File: src/rtl/cfg_field_pkg.sv
// Purpose: Shared constants and types for the config field bank.
// Assumes: 32-bit AHB-Lite words, one register per aligned word.
// Notes:   Offsets are byte addresses inside a 256-byte window.
`default_nettype none
package cfg_field_pkg;
    // Function role that this bank presents.
    typedef enum logic [1:0] {
        ROLE_RCIEP,
        ROLE_RCEC,
        ROLE_RP,
        ROLE_EP
    } role_t;

    // Register byte offsets.
    localparam logic [7:0] OFF_EXP_CAP  = 8'h00;
    localparam logic [7:0] OFF_DEV_CAP  = 8'h04;
    localparam logic [7:0] OFF_DEV_CTL  = 8'h08;
    localparam logic [7:0] OFF_DEV_CAP2 = 8'h0c;
    localparam logic [7:0] OFF_DEV_CTL2 = 8'h10;
    localparam logic [7:0] OFF_PM_CAP   = 8'h14;
    localparam logic [7:0] OFF_PM_CSR   = 8'h18;
    localparam logic [7:0] OFF_PM_DATA  = 8'h1c;
    localparam logic [7:0] OFF_COMMAND  = 8'h20;
    localparam logic [7:0] OFF_BRG_CTL  = 8'h24;
    localparam logic [7:0] OFF_SLOT_CAP = 8'h28;
    localparam logic [7:0] OFF_SLOT_CTL = 8'h2c;
    localparam logic [7:0] OFF_SLOT_STS = 8'h30;
    localparam logic [7:0] OFF_ROLE     = 8'h34;

    // Device type encodings and capability versions.
    localparam logic [3:0] DT_EP    = 4'h0;
    localparam logic [3:0] DT_RP    = 4'h4;
    localparam logic [3:0] DT_RCIEP = 4'h9;
    localparam logic [3:0] DT_RCEC  = 4'ha;
    localparam logic [3:0] EXP_VER  = 4'h2;
    localparam logic [2:0] PM_VER   = 3'h3;

    // Field positions.
    localparam int EC_DT    = 4;
    localparam int EC_SLOT  = 8;
    localparam int DCP_ETAG = 5;
    localparam int DCP_RBER = 15;
    localparam int DCP_FLR  = 28;
    localparam int DC_RO    = 4;
    localparam int DC_MPS   = 5;
    localparam int DC_ETAG  = 8;
    localparam int DC_NS    = 11;
    localparam int DC_MRRS  = 12;
    localparam int DC2_LTR  = 11;
    localparam int DC2_TPH  = 12;
    localparam int DC2_C10  = 16;
    localparam int DC2_R10  = 17;
    localparam int DC2_EFMT = 20;
    localparam int DC2_FRS  = 31;
    localparam int D2C_IREQ = 8;
    localparam int D2C_ICPL = 9;
    localparam int CMD_MEM  = 1;
    localparam int CMD_BME  = 2;
    localparam int BC_SBR   = 6;
    localparam int SC_DLLE  = 12;
    localparam int SS_PRES  = 6;
    localparam int SS_DLLSC = 8;

    // Reset value of the role register.
    localparam role_t ROLE_RST = ROLE_RCIEP;

    // Bus front-end state.
    typedef struct packed {
        logic       wr;
        logic       rd;
        logic       bad;
        logic [7:0] ofs;
        logic       ready;
    } front_state_t;

    // Register bank state.
    typedef struct packed {
        logic        pres_s1;
        logic        pres_s2;
        role_t       role;
        logic [3:0]  dc_err;
        logic [2:0]  dc_mps;
        logic [2:0]  dc_mrrs;
        logic        dc_etag;
        logic        dc_ro;
        logic        dc_ns;
        logic        d2_ireq;
        logic        d2_icpl;
        logic [1:0]  pm_state;
        logic        cmd_mem;
        logic        cmd_bme;
        logic        sbr;
        logic        dlle;
        logic        dllsc;
        logic [31:0] hrdata;
        logic        hot_rst;
        logic        mem_req;
        logic        ro_en;
        logic        ns_en;
        logic        ireq_en;
        logic        icpl_en;
    } cfg_state_t;
endpackage
`default_nettype wire

File: src/rtl/ahb_word_port.sv
// Purpose: AHB-Lite slave front end for single word transfers.
// Assumes: One slave; hready is this block's own hreadyout.
// Notes:   Writes take no wait, reads one wait state.
`timescale 1ns/1ps
`default_nettype none
module ahb_word_port
(
    input  wire logic        clock_i,
    input  wire logic        rst_n_i,
    input  wire logic        ce_i,
    input  wire logic        hsel_i,
    input  wire logic [31:0] haddr_i,
    input  wire logic [1:0]  htrans_i,
    input  wire logic        hwrite_i,
    input  wire logic        hready_i,
    output logic             wr_o,
    output logic             rd_o,
    output logic             bad_o,
    output logic [7:0]       ofs_o,
    output logic             hreadyout_o
);
    // All front-end state.
    cfg_field_pkg::front_state_t s_reg;
    cfg_field_pkg::front_state_t s_next;
    logic                        take;

    // A transfer is taken when selected, NONSEQ or SEQ, and ready.
    assign take = hsel_i && htrans_i[1] && hready_i;

    // Strobes last one cycle; a read holds ready low for that cycle
    // so the bank can register its answer before the data edge.
    always_comb
    begin
        s_next = s_reg;
        s_next.wr = 1'b0;
        s_next.rd = 1'b0;
        if (s_reg.rd)
        begin
            s_next.ready = 1'b1;
        end
        if (take)
        begin
            s_next.wr = hwrite_i;
            s_next.rd = !hwrite_i;
            s_next.ready = hwrite_i;
            s_next.ofs = {haddr_i[7:2], 2'b00};
            s_next.bad = |haddr_i[31:8];
        end
    end

    // State register, frozen while the clock enable is low.
    always_ff @(posedge clock_i or negedge rst_n_i)
    begin
        if (!rst_n_i)
        begin
            s_reg <= '{wr: 1'b0, rd: 1'b0, bad: 1'b0, ofs: 8'h00,
                       ready: 1'b1};
        end
        else if (ce_i)
        begin
            s_reg <= s_next;
        end
    end

    assign wr_o = s_reg.wr;
    assign rd_o = s_reg.rd;
    assign bad_o = s_reg.bad;
    assign ofs_o = s_reg.ofs;
    assign hreadyout_o = s_reg.ready;
endmodule // ahb_word_port
`default_nettype wire

File: src/rtl/cfg_field_bank.sv
// Purpose: Config field bank for integrated express functions.
// Assumes: Capability inputs come from logic on clock_i.
// Notes:   Role is chosen by software in the role register.
//
// Decided for this implementation: the AHB-Lite register port and the register addresses.
`timescale 1ns/1ps
`default_nettype none
module cfg_field_bank
(
    input  wire logic        clock_i,
    input  wire logic        rst_n_i,
    input  wire logic        ce_i,
    input  wire logic        hsel_i,
    input  wire logic [31:0] haddr_i,
    input  wire logic [1:0]  htrans_i,
    input  wire logic        hwrite_i,
    input  wire logic [2:0]  hsize_i,
    input  wire logic [31:0] hwdata_i,
    input  wire logic        hready_i,
    input  wire logic        ro_capable_i,
    input  wire logic        ireq_capable_i,
    input  wire logic        icpl_capable_i,
    input  wire logic [1:0]  tph_cpl_i,
    input  wire logic        frs_cap_i,
    input  wire logic        ltr_cap_i,
    input  wire logic        peer_frs_i,
    input  wire logic        peer_ltr_i,
    input  wire logic        link_change_i,
    input  wire logic        presence_i,
    input  wire logic        mem_req_i,
    output logic [31:0]      hrdata_o,
    output logic             hreadyout_o,
    output logic             hresp_o,
    output logic             hot_reset_o,
    output logic             mem_req_o,
    output logic             ro_en_o,
    output logic             ns_en_o,
    output logic             ireq_en_o,
    output logic             icpl_en_o
);
    // Synchronised reset, released two edges after the pin.
    logic [1:0]               rst_sync;
    logic                     rst_q;
    // Bank state and its next value.
    cfg_field_pkg::cfg_state_t s_reg;
    cfg_field_pkg::cfg_state_t s_next;
    // Strobes from the bus front end.
    logic                     wr;
    logic                     rd;
    logic                     bad;
    logic [7:0]               ofs;
    // Role-derived qualifiers.
    logic                     is_rcec;
    logic                     is_rp;
    logic                     ro_ok;
    logic                     ireq_ok;
    logic                     icpl_ok;
    // Read view of the addressed word.
    logic [31:0]              rword;

    // Reset synchroniser; constants only under the async reset.
    always_ff @(posedge clock_i or negedge rst_n_i)
    begin
        if (!rst_n_i)
        begin
            rst_sync <= 2'b00;
        end
        else
        begin
            rst_sync <= {rst_sync[0], 1'b1};
        end
    end
    assign rst_q = rst_sync[1];

    // Bus front end; hsize is unused since only words are carried.
    ahb_word_port u_port
    (
        .clock_i     (clock_i),
        .rst_n_i     (rst_q),
        .ce_i        (ce_i),
        .hsel_i      (hsel_i),
        .haddr_i     (haddr_i),
        .htrans_i    (htrans_i),
        .hwrite_i    (hwrite_i),
        .hready_i    (hready_i),
        .wr_o        (wr),
        .rd_o        (rd),
        .bad_o       (bad),
        .ofs_o       (ofs),
        .hreadyout_o (hreadyout_o)
    );

    assign is_rcec = (s_reg.role == cfg_field_pkg::ROLE_RCEC);
    assign is_rp = (s_reg.role == cfg_field_pkg::ROLE_RP);
    // Enables exist only where the function can use them.
    assign ro_ok = ro_capable_i && !is_rcec && !is_rp;
    assign ireq_ok = ireq_capable_i && !is_rcec;
    assign icpl_ok = icpl_capable_i && !is_rcec;

    // Device type for a role; also used by the checks below.
    function automatic logic [3:0] dev_type(
        input cfg_field_pkg::role_t r);
        unique case (r)
            cfg_field_pkg::ROLE_RCIEP: dev_type = cfg_field_pkg::DT_RCIEP;
            cfg_field_pkg::ROLE_RCEC:  dev_type = cfg_field_pkg::DT_RCEC;
            cfg_field_pkg::ROLE_RP:    dev_type = cfg_field_pkg::DT_RP;
            cfg_field_pkg::ROLE_EP:    dev_type = cfg_field_pkg::DT_EP;
        endcase
    endfunction

    // Read multiplexer. Fixed fields are built here, so no write
    // can ever reach them.
    always_comb
    begin
        rword = 32'h0000_0000;
        unique case (ofs)
            cfg_field_pkg::OFF_EXP_CAP:
            begin
                rword[3:0] = cfg_field_pkg::EXP_VER;
                rword[cfg_field_pkg::EC_DT +: 4] = dev_type(s_reg.role);
                // Slot implemented is left at zero for every role.
                rword[cfg_field_pkg::EC_SLOT] = 1'b0;
            end
            cfg_field_pkg::OFF_DEV_CAP:
            begin
                rword[cfg_field_pkg::DCP_ETAG] = 1'b1;
                rword[cfg_field_pkg::DCP_RBER] = 1'b1;
                rword[cfg_field_pkg::DCP_FLR] = !is_rp;
            end
            cfg_field_pkg::OFF_DEV_CTL:
            begin
                // phantom and aux enables stay zero
                rword[3:0] = s_reg.dc_err;
                // read zero where the role lacks the right
                rword[cfg_field_pkg::DC_RO] = s_reg.dc_ro && ro_ok;
                rword[cfg_field_pkg::DC_MPS +: 3] = s_reg.dc_mps;
                rword[cfg_field_pkg::DC_ETAG] = s_reg.dc_etag;
                rword[cfg_field_pkg::DC_NS] = s_reg.dc_ns && !is_rcec;
                rword[cfg_field_pkg::DC_MRRS +: 3] = s_reg.dc_mrrs;
            end
            cfg_field_pkg::OFF_DEV_CAP2:
            begin
                rword[cfg_field_pkg::DC2_TPH +: 2] =
                    is_rcec ? 2'h0 : tph_cpl_i;
                rword[cfg_field_pkg::DC2_LTR] =
                    ltr_cap_i || (is_rcec && peer_ltr_i);
                rword[cfg_field_pkg::DC2_C10] = 1'b1;
                rword[cfg_field_pkg::DC2_R10] = 1'b1;
                rword[cfg_field_pkg::DC2_EFMT] = 1'b1;
                rword[cfg_field_pkg::DC2_FRS] =
                    frs_cap_i || (is_rcec && peer_frs_i);
            end
            cfg_field_pkg::OFF_DEV_CTL2:
            begin
                rword[cfg_field_pkg::D2C_IREQ] = s_reg.d2_ireq && ireq_ok;
                rword[cfg_field_pkg::D2C_ICPL] = s_reg.d2_icpl && icpl_ok;
            end
            // aux current bits [8:6] left at zero
            cfg_field_pkg::OFF_PM_CAP:
                rword[2:0] = cfg_field_pkg::PM_VER;
            // data select and scale stay zero
            cfg_field_pkg::OFF_PM_CSR:
                rword[1:0] = s_reg.pm_state;
            cfg_field_pkg::OFF_COMMAND:
            begin
                rword[cfg_field_pkg::CMD_MEM] = s_reg.cmd_mem;
                rword[cfg_field_pkg::CMD_BME] = s_reg.cmd_bme;
            end
            cfg_field_pkg::OFF_BRG_CTL:
                rword[cfg_field_pkg::BC_SBR] = s_reg.sbr;
            // only the link-change enable is kept
            cfg_field_pkg::OFF_SLOT_CTL:
                rword[cfg_field_pkg::SC_DLLE] = s_reg.dlle;
            cfg_field_pkg::OFF_SLOT_STS:
            begin
                // link change and presence, rest zero
                rword[cfg_field_pkg::SS_PRES] = s_reg.pres_s2;
                rword[cfg_field_pkg::SS_DLLSC] = s_reg.dllsc;
            end
            cfg_field_pkg::OFF_ROLE:
                rword[1:0] = s_reg.role;
            // power data and slot caps read zero
            default:
                rword = 32'h0000_0000;
        endcase
        if (bad)
        begin
            rword = 32'h0000_0000;
        end
    end

    // Next-state logic for the whole bank.
    always_comb
    begin
        s_next = s_reg;
        // The presence pin passes two flops before use.
        s_next.pres_s1 = presence_i;
        s_next.pres_s2 = s_reg.pres_s1;
        if (rd)
        begin
            s_next.hrdata = rword;
        end
        if (wr && !bad)
        begin
            unique case (ofs)
                cfg_field_pkg::OFF_DEV_CTL:
                begin
                    s_next.dc_err = hwdata_i[3:0];
                    s_next.dc_mps = hwdata_i[cfg_field_pkg::DC_MPS +: 3];
                    s_next.dc_mrrs = hwdata_i[cfg_field_pkg::DC_MRRS +: 3];
                    s_next.dc_etag = hwdata_i[cfg_field_pkg::DC_ETAG];
                    // writable only where marking is possible
                    s_next.dc_ro = hwdata_i[cfg_field_pkg::DC_RO] && ro_ok;
                    // held at zero in the event collector
                    s_next.dc_ns = hwdata_i[cfg_field_pkg::DC_NS] && !is_rcec;
                end
                cfg_field_pkg::OFF_DEV_CTL2:
                begin
                    s_next.d2_ireq = hwdata_i[cfg_field_pkg::D2C_IREQ]
                                     && ireq_ok;
                    s_next.d2_icpl = hwdata_i[cfg_field_pkg::D2C_ICPL]
                                     && icpl_ok;
                end
                cfg_field_pkg::OFF_PM_CSR:
                    s_next.pm_state = hwdata_i[1:0];
                cfg_field_pkg::OFF_COMMAND:
                begin
                    s_next.cmd_mem = hwdata_i[cfg_field_pkg::CMD_MEM];
                    s_next.cmd_bme = hwdata_i[cfg_field_pkg::CMD_BME];
                end
                cfg_field_pkg::OFF_BRG_CTL:
                    s_next.sbr = hwdata_i[cfg_field_pkg::BC_SBR];
                cfg_field_pkg::OFF_SLOT_CTL:
                    s_next.dlle = hwdata_i[cfg_field_pkg::SC_DLLE];
                cfg_field_pkg::OFF_SLOT_STS:
                begin
                    // Write one to clear.
                    if (hwdata_i[cfg_field_pkg::SS_DLLSC])
                    begin
                        s_next.dllsc = 1'b0;
                    end
                end
                cfg_field_pkg::OFF_ROLE:
                    s_next.role = cfg_field_pkg::role_t'(hwdata_i[1:0]);
                default:
                    s_next.role = s_reg.role;
            endcase
        end
        // a new link change wins over a clear
        if (link_change_i)
        begin
            s_next.dllsc = 1'b1;
        end
        // hot reset follows secondary bus reset in the root port role only
        s_next.hot_rst = s_reg.sbr && is_rp;
        // requests pass only with bus mastering on
        s_next.mem_req = mem_req_i && s_reg.cmd_bme;
        // Enables leave again if the role loses the right.
        s_next.ro_en = s_reg.dc_ro && ro_ok;
        s_next.ns_en = s_reg.dc_ns && !is_rcec;
        s_next.ireq_en = s_reg.d2_ireq && ireq_ok;
        s_next.icpl_en = s_reg.d2_icpl && icpl_ok;
    end

    // State register; the clock enable freezes all of it.
    always_ff @(posedge clock_i or negedge rst_q)
    begin
        if (!rst_q)
        begin
            s_reg <= '0;
            s_reg.role <= cfg_field_pkg::ROLE_RST;
        end
        else if (ce_i)
        begin
            s_reg <= s_next;
        end
    end

    // Every output but hresp comes straight from a flop; hresp is tied to OKAY.
    assign hrdata_o = s_reg.hrdata;
    assign hresp_o = 1'b0;
    assign hot_reset_o = s_reg.hot_rst;
    assign mem_req_o = s_reg.mem_req;
    assign ro_en_o = s_reg.ro_en;
    assign ns_en_o = s_reg.ns_en;
    assign ireq_en_o = s_reg.ireq_en;
    assign icpl_en_o = s_reg.icpl_en;
endmodule // cfg_field_bank
`default_nettype wire

File: config.mk
export PLATFORM = sky130hd
export DESIGN_NAME = cfg_field_bank
export DESIGN_NICKNAME = d
export VERILOG_FILES = /design/src/rtl/cfg_field_pkg.sv /design/src/rtl/ahb_word_port.sv /design/src/rtl/cfg_field_bank.sv
export SDC_FILE = /design/constraint.sdc
export NUM_CORES = 1
export LEC_CHECK = 0
export CAP_MARGIN = 20
export CORE_UTILIZATION = 29
export DETAILED_ROUTE_END_ITERATION = 10
export DONT_BUFFER_PORTS = 1
export SYNTH_ARGS = -nofsm -noshare
export SYNTH_HDL_FRONTEND = slang
export SYNTH_SLANG_ARGS = --single-unit
export TNS_END_PERCENT = 30
File: constraint.sdc
create_clock -name clock_i -period 4.8 [get_ports clock_i]
set_clock_uncertainty 0.05 [all_clocks]
set_input_delay 0.48 -clock clock_i [delete_from_list [all_inputs] [get_ports clock_i]]
set_output_delay 0.48 -clock clock_i [all_outputs]
set_load 0.1 [all_outputs]
-- Word level (Yosys, flattened, before mapping)
Index checks and enable logic that the tools add are counted.
- input bits: 87
- logic and storage cells: 115
- bits in registers: 76
- reduce and logical (&&, ||, !) cells: 44
- eq/ne operators: 14
- mux-type cells: 27
- operators by type and width (operator ; number):
    32-bit 2-to-1 mux ; 1
    6-bit by 4-bit == test with 1-bit output (second input constant) ; 5
    24-bit OR reduction ; 1
    3-bit AND reduction ; 7
    1-bit logical AND ; 19
    6-bit by 3-bit == test with 1-bit output (second input constant) ; 3
    4-bit case mux with 4 select lines ; 1
    6-bit by 2-bit == test with 1-bit output (second input constant) ; 2
    12-bit 2-to-1 mux ; 1
    1-bit 2-to-1 mux ; 11
    1-bit case mux with 3 select lines ; 3
    8-bit logical NOT ; 1
    1-bit case mux with 2 select lines ; 4
    1-bit case mux with 4 select lines ; 2
    2-bit nonzero test ; 4
    6-bit by 1-bit == test with 1-bit output (second input constant) ; 1
    2-bit AND reduction ; 3
    1-bit case mux with 5 select lines ; 1
    2-bit == test (second input constant) ; 2
    1-bit logical NOT ; 4
    2-bit 2-to-1 mux ; 2
    2-bit case mux with 2 select lines ; 1
    4-bit AND reduction ; 1
    2-bit by 1-bit == test with 1-bit output (second input constant) ; 1
    other kinds (3) ; 4

-- Longest topological paths before layout
Gate-level depths: netlist (run 1).
- depth in word-level cells: 7
- gate-level depth with buffers: 6
- mapped depth without buffers: 4

-- Hierarchy
Synthesis (run 1) repeated with hierarchy kept, for this count alone.
- cells, all modules: 320
- area total of the unflattened synthesis: 3199.3 µm²
- by module, submodules not included (module ; cells an instance ; times used ; area an instance (µm²)):
    cfg_field_bank ; 281 ; 1 ; 2717.6
    ahb_word_port ; 39 ; 1 ; 481.7

-- Least setup slack after synthesis (run 1)
OpenSTA, ideal clock, no wires.
- kind: reg-to-reg
- start: reg u_port.s_reg, in the netlist u_port.ofs_o[5]
- end: reg s_reg, in the netlist hrdata_o[12]
- slack: 3.078 ns
- data required time: 4.683 ns
- cell stages (with the launch flop): 5
- library setup time: 0.067 ns
- buffers on the path: 0
- data arrival time: 1.606 ns
- cell sequence: dfrtp_1 > or3_4 > or4_4 > nor2_1 > a221o_1
- longest elaborated chain between the ends: 3
- RTL lines (element ; RTL line ; text):
    start, declared ; ahb_word_port.sv:23 ; cfg_field_pkg::front_state_t s_reg;
    start signal, assigned ; ahb_word_port.sv:56 ; s_reg <= '{wr: 1'b0, rd: 1'b0, bad: 1'b0, ofs: 8'h00,
    start signal, assigned ; ahb_word_port.sv:61 ; s_reg <= s_next;
    6-bit by 4-bit == test with 1-bit output / 6-bit by 2-bit == test with 1-bit output (equally long branches) ; cfg_field_bank.sv:116 ; unique case (ofs)
    1-bit case mux with 3 select lines * ; cfg_field_bank.sv:116 ;
    32-bit 2-to-1 mux * ; cfg_field_bank.sv:186 ; if (bad)
    end signal, assigned ; cfg_field_bank.sv:275 ; s_reg <= s_next;
    end, declared ; cfg_field_bank.sv:45 ; cfg_field_pkg::cfg_state_t s_reg;
Every way passes the cells marked *; elsewhere a longest branch is shown, timed or not.
A chain may end at the register's enable or synchronous reset.

-- Worst setup path after layout (run 1)
- start: reg u_port.s_reg, in the netlist u_port.ofs_o[3]
- end: reg s_reg[54] in the netlist's numbering
- longest elaborated chain between the ends: 2
- RTL lines (element ; RTL line ; text):
    6-bit by 2-bit == test with 1-bit output ; cfg_field_bank.sv:205 ; unique case (ofs)
    3-bit AND reduction (no source line) ; n/a ;
Every way passes these cells.

==> out/results.tsv, run 1 <==
stage	metric	value	unit
global_routing	grt_pass1_wl	11.0	mm
yosys	ys.flop_type	dfrtp_1	
clocking	cts_num_sinks	62	
floorplan	rows	37	
place	io_buffers	0	
timing	final-hold-violation-count	0	
power	leakagePower	1.39	nW
clocking	root_buffer	clkbuf_8	
global_routing	grt_antenna_before_repair	0	
setup_path	r2r_start	u_port.ofs_o[3]	
clocking	cts_tree	done	
timing	tns	0	ns
setup_path	r2r_slack	2.34	ns
floorplan	die_height	104	um
cells_and_area	areaGrowthSynthToFinish	4.45	%
clocking	cts_max_level	3	
timing	maxClockFrequency	406	MHz
place	placed_cells	391	
power	p_total	1.30	mW
power	ir_drop	149	uV
route	vias_per_cell	4.88	
setup_path	crit_start	u_port.ofs_o[3]	
route	drt_iter0_drc	109	
power	p_int	855	uW
route	dr.pass1.iters	4	
clocking	cts_buffers	9	
route	ant_nets	0	
hold_path	worstHoldPathType	in -> reg	
yosys	synth_top_cell_by_area	dfrtp_1	
global_routing	grt_usage	13.2	%
setup_path	worst_ep_arrival_time	2.63	ns
cells_and_area	largest_reg_flops	25	
power	powerDensity	408	nW/um2
yosys	yosysWarnings	0	
status	outcome	finished, final reports clean	
timing	layout_min_cycle_time	2.46	ns
power	switchingPower	440	uW
place	gp_congestion	0.760	
timing	timing.slew.headroom	37.7	%
global_routing	grt_max_degree	61	
timing	drv_slew	0	
setup_path	rr_worst_depth	3	
yosys	ys_seq_area_share	51.1	%
yosys	yosys_register_bits	62	
yosys	synthArstFlopShare	100	%
setup_path	endpoint	s_reg[54]	
yosys	yosysUniqueCellTypes	48	
cells_and_area	final_core_util	31.0	%
place	place_area	2970	um2
clocking	clockBufferDepth	2	
power	p_seq_share	54.5	%
cells_and_area	fillerInstances	1047	
power	clkPwrFrac	33.4	%
route	routed_wl	6.87	mm
floorplan	die-area	10900	um2
yosys	syn_area	3040	um2
setup_path	rr_endpoint	s_reg[54]	
yosys	synth_edf_count	0	
floorplan	initial_core_util	29.7	%
setup_path	cp-end-kind	flop	
yosys	syn_area_per_cell	10.6	um2
cells_and_area	fin_area	3170	um2
route	drc	0	
timing	setup_viol	0	
route	wl_per_cell	16.8	um
clocking	path_clk_slew	0.07	ns
place	place_hpwl	5.04	mm
clocking	clk-insertion-delay-late	0.33	ns
yosys	synth_area_leaders	dfrtp_1 (50%), mux2_2 (8.9%), buf_4 (8.2%)	
cells_and_area	final_cells	408	
global_routing	grt.overflow.total	0	
yosys	synth_top_area_share	50.2	%
cells_and_area	drive_above_1_share	17.6	%
cells_and_area	num_antenna_cells	0	
timing	finalCritPeriodShare	51.4	%
floorplan	dieWidth	104	um
global_routing	grt_pass1_vias	2032	
cells_and_area	nets	354	
setup_path	cp.required	4.96	ns
timing	rsz0062_at_grt	false	
timing	worst_slew_pin_slew	0.934	ns
route	vias	1991	
power	swShare	34.0	%
yosys	synth_cells	286	
power	comb_power_share	12.1	%
floorplan	io-pin-count	127	
setup_path	path_class	reg -> reg	
setup_path	startpoint_type	flop	
clocking	cts_resized	0	
floorplan	core	10200	um2
run	max_cap_violations	0	
setup_path	crit_fanout	19	
[area by class of cell]
| type | instances | area, um2 | area share (%) |
|---|---|---|---|
| well taps | 136 | 170 | 5.36 |
| repair buffers | 3 | 25.0 | 0.788 |
| clock buffers | 16 | 190 | 5.99 |
| flip-flops and latches | 62 | 1560 | 49.0 |
| inverters | 10 | 37.5 | 1.18 |
| multi-input cells | 181 | 1200 | 37.7 |
[cells in the final DEF, fill, tap and decap left out, drive strengths merged, types with 7 or more instances in the layout]
| master | Yosys | layout |
|---|---|---|
| nor2 | 12 | 12 |
| conb | 2 | 14 |
| o21ai | 17 | 17 |
| nor4 | 7 | 7 |
| inv | 10 | 10 |
| mux2 | 28 | 28 |
| nand3 | 12 | 12 |
| nand2 | 25 | 25 |
| a21oi | 10 | 10 |
| dfrtp | 61 | 61 |
| nand4 | 7 | 7 |
| clkbuf | 6 | 16 |
[timing repair]
action / CTS / global route
hold buffers: 1 / 0
endpoints found under the setup margin: 0 / 0
endpoints found under the hold margin: 2 / 0
setup buffers: 0 / 0
[synthesized netlist by cell type, types with 2 or more instances]
library cell / number
nand4_1: 7
nor2_1: 12
a22o_1: 4
clkbuf_1: 6
buf_1: 2
a32o_1: 2
mux2_1: 4
nand2b_1: 5
a21oi_1: 10
conb_1: 2
buf_2: 4
buf_4: 33
mux2i_1: 3
nand3_1: 12
nand2_1: 25
a22oi_1: 3
mux2_2: 24
inv_1: 10
nor2b_1: 4
o22ai_1: 2
a32oi_1: 2
o21ai_1: 8
nor4_1: 6
dfrtp_1: 61
nor3_1: 4
o21ai_0: 9
[stage by stage]
stage	setup slack, ns	hold slack, ns
2_1_floorplan	2.90	0.134
3_3_place_gp	2.33	0.134
3_5_place_dp	2.30	0.134
4_1_cts	2.30	0.159
5_1_grt	2.13	0.165
6_report	2.34	0.178
[kinds of logic after synthesis]
group	Yosys count	share of synthesized area (%)
AND/OR/NAND/NOR	86	15.5
flip-flops	62	51.1
buffers and inverters	55	11.0
AO/OA/AOI/OAI	49	10.5
multiplexers	31	11.4
other	2	0.247
XOR/XNOR	1	0.288
[worst max-delay path, stage by stage, from the launching register on]
cell and delay (ns):
dfrtp_1 0.75, nor2b_1 0.24, nand4b_1 0.70, mux2_1 0.59
[power groups by stage]
stage	combinational [mW]	sequential (mW)	clock, mW
after floorplan	0.243	0.621	0
after global placement	0.154	0.713	0
after detailed placement	0.156	0.715	0
after CTS	0.158	0.705	0.450
after global routing	0.171	0.712	0.472
final	0.157	0.705	0.433
[per-layer routing]
| metal | vias up | track usage (%) | share of wire, % |
|---|---|---|---|
| met2 | 79 | 20.7 | 48 |
| met4 | 0 | 3.47 | 0.28 |
| met3 | 2 | 6.45 | 8.9 |
| li1 | 929 | - | - |
| met1 | 981 | 16.1 | 42 |
| met5 | - | 0 | 0 |
[worst min path at each step]
stage               startpoint     endpoint  cells past startpoint
floorplan              rst_n_i  rst_sync[0]                      0
global placement       rst_n_i  rst_sync[0]                      0
detailed placement     rst_n_i  rst_sync[0]                      0
CTS                   hwrite_i  u_port.rd_o                      1
global route              ce_i    icpl_en_o                      1
finish                hwrite_i  u_port.rd_o                      1
Power figures use the tool's default switching activity.
==> inputs of run 2 (changes only) <==
Clock period 4.8 ns to 2 ns, I/O delays scaled along.
==> run 2 against run 1 <==
Effect of this change:
- count of clock-buffer cells in the layout fell by 5
- register-to-register slack got worse by 2.2 ns
- via count grew 13%
- cell area up 20%
- critical endpoint is now hrdata_o[12]
==> out/results.tsv, run 2 (synthesis results as in run 1) <==
stage	metric	value	unit
cells_and_area	num_antenna_cells	0	
clocking	cts_num_sinks	62	
timing	drv_slew	0	
timing	setup_ws	0.137	ns
route	ant_nets	0	
timing	final-hold-violation-count	0	
floorplan	dieWidth	104	um
route	vias	2244	
hold_path	worstHoldPathType	in -> async	
setup_path	cp.required	2.23	ns
setup_path	path_class	reg -> reg	
route	dr.pass1.iters	4	
timing	finalCritPeriodShare	93.1	%
setup_path	cp-end-kind	flop	
power	p_seq_share	44.1	%
route	drc	0	
place	place_hpwl	5.38	mm
clocking	cts_hold_buf	34	
route	routed_wl	7.21	mm
clocking	path_clk_slew	0.07	ns
place	place_area	3250	um2
cells_and_area	nets	421	
route	vias_per_cell	4.73	
timing	worst_slew_pin_slew	0.684	ns
floorplan	core	10200	um2
global_routing	grt_antenna_before_repair	0	
global_routing	grt.overflow.total	0	
power	ir_drop	385	uV
cells_and_area	largest_reg_flops	25	
setup_path	r2r_start	u_port.ofs_o[5]	
timing	tns	0	ns
clocking	cts_max_level	3	
place	dpl_worst_slack	0.123	ns
floorplan	rows	37	
route	drt_iter0_drc	155	
global_routing	grt_pass1_vias	2248	
clocking	root_buffer	clkbuf_8	
power	swShare	32.8	%
power	powerDensity	884	nW/um2
cells_and_area	areaGrowthSynthToFinish	25.0	%
place	io_buffers	0	
cells_and_area	fillerInstances	1042	
setup_path	r2r_slack	0.14	ns
status	outcome	finished, final reports clean	
setup_path	startpoint_type	flop	
floorplan	die_height	104	um
global_routing	grt_max_degree	28	
clocking	cts_buffers	9	
place	gp_congestion	0.801	
cells_and_area	mostFrequentLayoutCell	dfrtp_1	
power	clkPwrFrac	34.5	%
power	comb_power_share	21.3	%
power	switchingPower	1.10	mW
clocking	clockBufferDepth	2	
setup_path	crit_fanout	5	
clocking	cts_tree	done	
run	max_cap_violations	0	
cells_and_area	fin_area	3800	um2
power	p_int	2.26	mW
timing	maxClockFrequency	537	MHz
clocking	cts_resized	0	
timing	layout_min_cycle_time	1.86	ns
setup_path	rr_worst_depth	4	
floorplan	initial_core_util	29.7	%
timing	setup_viol	0	
cells_and_area	final_cell_mix	dfrtp_1 (59), dlygate4sd3_1 (34), buf_4 (34)	
floorplan	die-area	10900	um2
global_routing	grt_usage	14.2	%
global_routing	grt_pass1_wl	11.9	mm
timing	timing.slew.headroom	54.3	%
cells_and_area	drive_above_1_share	24.3	%
clocking	clk-insertion-delay-late	0.34	ns
setup_path	rr_endpoint	hrdata_o[12]	
power	leakagePower	1.72	nW
route	wl_per_cell	15.2	um
timing	rsz0062_at_grt	false	
floorplan	io-pin-count	127	
setup_path	worst_ep_arrival_time	2.10	ns
clocking	post_cts.repair.setup_buffers	0	
run 2: cell types whose count changed in the layout (fill, tap and decap cells not counted), moves of 2 or more:
cell,delta
buf_12,+2
clkbuf_8,-4
bufinv_16,+2
dlygate4sd3_1,+33
buf_4,+32
run 2: layout make-up:
type | instances | area, um2 | area share (%)
well taps | 136 | 170 | 4.48
multi-input cells | 181 | 1200 | 31.5
clock buffers | 11 | 131 | 3.46
repair buffers | 70 | 636 | 16.7
flip-flops and latches | 62 | 1560 | 40.9
clock inverters | 4 | 72.6 | 1.91
inverters | 10 | 37.5 | 0.988
run 2: worst max-delay path: stages, from the launching register on:
cell     delay, ns
dfrtp_1       0.42
or3_4         0.44
or4_4         0.56
nor2_1        0.18
a221o_1       0.16
run 2: power by group through the flow:
| stage | Combinational, mW | Sequential (mW) | Clock (mW) |
|---|---|---|---|
| global route | 0.761 | 1.50 | 1.26 |
| floorplan | 0.584 | 1.49 | 0 |
| detailed placement | 0.652 | 1.51 | 0 |
| global placement | 0.646 | 1.50 | 0 |
| finish | 0.717 | 1.48 | 1.16 |
| CTS | 0.720 | 1.48 | 1.20 |
run 2: how the worst max path moves through the flow:
stage | startpoint | endpoint
2_1_floorplan | rst_sync[1] | hot_reset_o
3_3_place_gp | u_port.ofs_o[5] | hrdata_o[12]
3_5_place_dp | u_port.ofs_o[5] | hrdata_o[12]
4_1_cts | u_port.ofs_o[5] | hrdata_o[12]
5_1_grt | u_port.ofs_o[5] | hrdata_o[12]
6_report | u_port.ofs_o[5] | hrdata_o[12]
run 2: through the flow:
step	hold WS [ns]	power, mW	std cells	utilization (%)
2_1_floorplan	-0.146	2.07	298	-
5_1_grt	0.0303	3.52	474	37.1
6_report	0.0457	3.36	474	37.1
3_5_place_dp	-0.146	2.16	425	31.8
3_3_place_gp	-0.146	2.15	425	31.8
4_1_cts	0.0236	3.40	474	37.1
run 2: per-layer routing:
layer	wire length, um	GRT usage [%]	part of all wire [%]	vias up
met1	3260	18.2	45	1086
met5	0	0	0	-
met4	85	4.29	1.2	0
li1	-	-	-	1066
met3	447	5.58	6.2	7
met2	3420	22.0	47	85
==> inputs of run 3 (changes only) <==
Settings changed: CORE_MARGIN set to 2.
Clock period 2 ns to 1.8 ns, I/O delays scaled along.
==> run 3 against run 2 <==
Effect of this change:
- cell area is 3.6% higher
- sequential share of layout area decreased by 1.4 points
- die area up 3.9%
- sequential power up 8%
- count of clock-buffer cells in the layout shrank 2
- combinational power is 26% higher
- core utilization is 1.3 points higher
- critical path type unchanged
- critical path depth stayed put
- cell count grew 2.5%
- total power grew 14%
- sequential cell count is the same
==> out/results.tsv, run 3 (synthesis results as in run 1) <==
stage	metric	value	unit
clocking	cts_tree	done	
setup_path	r2r_start	u_port.bad_o	
place	io_buffers	0	
global_routing	grt_pass1_wl	11.8	mm
global_routing	grt_pass1_vias	2266	
timing	finalCritPeriodShare	96.8	%
hold_path	worstHoldPathType	in -> async	
route	dr.pass1.iters	4	
timing	final-hold-violation-count	0	
route	wl_per_cell	14.8	um
route	drt_iter0_drc	78	
timing	timing.slew.headroom	56.5	%
route	routed_wl	7.18	mm
clocking	root_buffer	clkbuf_8	
global_routing	grt_usage	13.5	%
floorplan	dieWidth	106	um
floorplan	io-pin-count	127	
clocking	cts_max_level	3	
clocking	path_clk_slew	0.06	ns
timing	worst_slew_pin_slew	0.650	ns
power	leakagePower	1.79	nW
timing	setup_ws	0.0583	ns
status	outcome	finished, final reports clean	
floorplan	core	10200	um2
power	powerDensity	970	nW/um2
cells_and_area	largest_reg_flops	25	
cells_and_area	fillerInstances	1042	
run	max_cap_violations	0	
global_routing	grt_antenna_before_repair	0	
timing	drv_slew	0	
setup_path	worst_ep_arrival_time	1.91	ns
cells_and_area	mostFrequentLayoutCell	dfrtp_1	
setup_path	rr_worst_depth	4	
clocking	cts_num_sinks	62	
timing	setup_viol	0	
cells_and_area	drive_above_1_share	28.9	%
clocking	cts_buffers	9	
cells_and_area	num_antenna_cells	0	
cells_and_area	final_cell_mix	dfrtp_1 (58), buf_4 (44), dlygate4sd3_1 (34)	
clocking	clk-insertion-delay-late	0.34	ns
route	vias_per_cell	4.59	
timing	rsz0062_at_grt	true	
timing	tns	0	ns
timing	layout_min_cycle_time	1.74	ns
route	vias	2232	
global_routing	grt.overflow.total	0	
route	ant_nets	0	
place	place_hpwl	5.50	mm
setup_path	cp-end-kind	flop	
floorplan	die-area	11300	um2
floorplan	rows	37	
route	drc	0	
place	gp_congestion	0.837	
timing	maxClockFrequency	574	MHz
cells_and_area	areaGrowthSynthToFinish	29.4	%
setup_path	rr_endpoint	s_reg[56]	
cells_and_area	nets	432	
clocking	clockBufferDepth	2	
setup_path	cp.required	1.97	ns
setup_path	path_class	reg -> reg	
setup_path	crit_start	u_port.bad_o	
power	ir_drop	422	uV
setup_path	crit_fanout	8	
floorplan	die_height	106	um
place	dpl_worst_slack	0.0534	ns
floorplan	initial_core_util	29.7	%
setup_path	startpoint_type	flop	
global_routing	grt_max_degree	24	
setup_path	r2r_slack	0.06	ns
==> run 3: per-layer routing <==
layer,share of wire (%),vias to the layer above,global-route usage [%]
li1,-,1084,-
met1,45,1072,17.6
met2,48,65,20.6
met3,6.2,11,5.03
met4,1.4,0,4.79
met5,0,-,0
==> run 3: worst max-delay path, stage by stage, from the launching register on <==
cell      delay, ns
dfrtp_1        0.45
and3b_1        0.41
nand4b_1       0.18
buf_4          0.22
mux2_1         0.31
==> run 3: what timing repair did <==
item,CTS,global route
setup endpoints to repair,0,5
hold endpoints to repair,47,0
hold buffers,34,0
buffers inserted,0,0
gates resized for setup,0,7
==> run 3: power breakdown <==
group	internal, mW	switching [mW]
sequential	1.49	0.106
clock	0.771	0.539
combinational	0.292	0.613
total	2.56	1.26
==> run 3: worst max-delay path by stage <==
stage / to / cells past startpoint
2_1_floorplan: hrdata_o[12] / 4
3_3_place_gp: hrdata_o[12] / 4
3_5_place_dp: hrdata_o[12] / 4
4_1_cts: icpl_en_o / 4
5_1_grt: s_reg[56] / 4
6_report: s_reg[56] / 4
==> run 3: area by class of cell <==
class | count | area, um2 | area share (%)
sequential | 62 | 1560 | 39.6
tap | 136 | 170 | 4.33
clock buffer | 9 | 124 | 3.15
timing repair buffer | 81 | 731 | 18.6
inverter | 10 | 37.5 | 0.954
clock inverter | 7 | 88.8 | 2.26
multi-input combinational | 181 | 1230 | 31.2
==> run 3: per-stage QoR <==
| stage | hold slack, ns | area, um2 | cells | util [%] | power, mW |
|---|---|---|---|---|---|
| 2_1_floorplan | -0.166 | 3090 | 298 | - | 2.30 |
| 3_3_place_gp | -0.166 | 3350 | 436 | 32.7 | 2.44 |
| 3_5_place_dp | -0.166 | 3350 | 436 | 32.7 | 2.45 |
| 4_1_cts | 0.000366 | 3900 | 486 | 38.1 | 3.85 |
| 5_1_grt | 0.00163 | 3930 | 486 | 38.4 | 4.01 |
| 6_report | 0.0168 | 3930 | 486 | 38.4 | 3.82 |
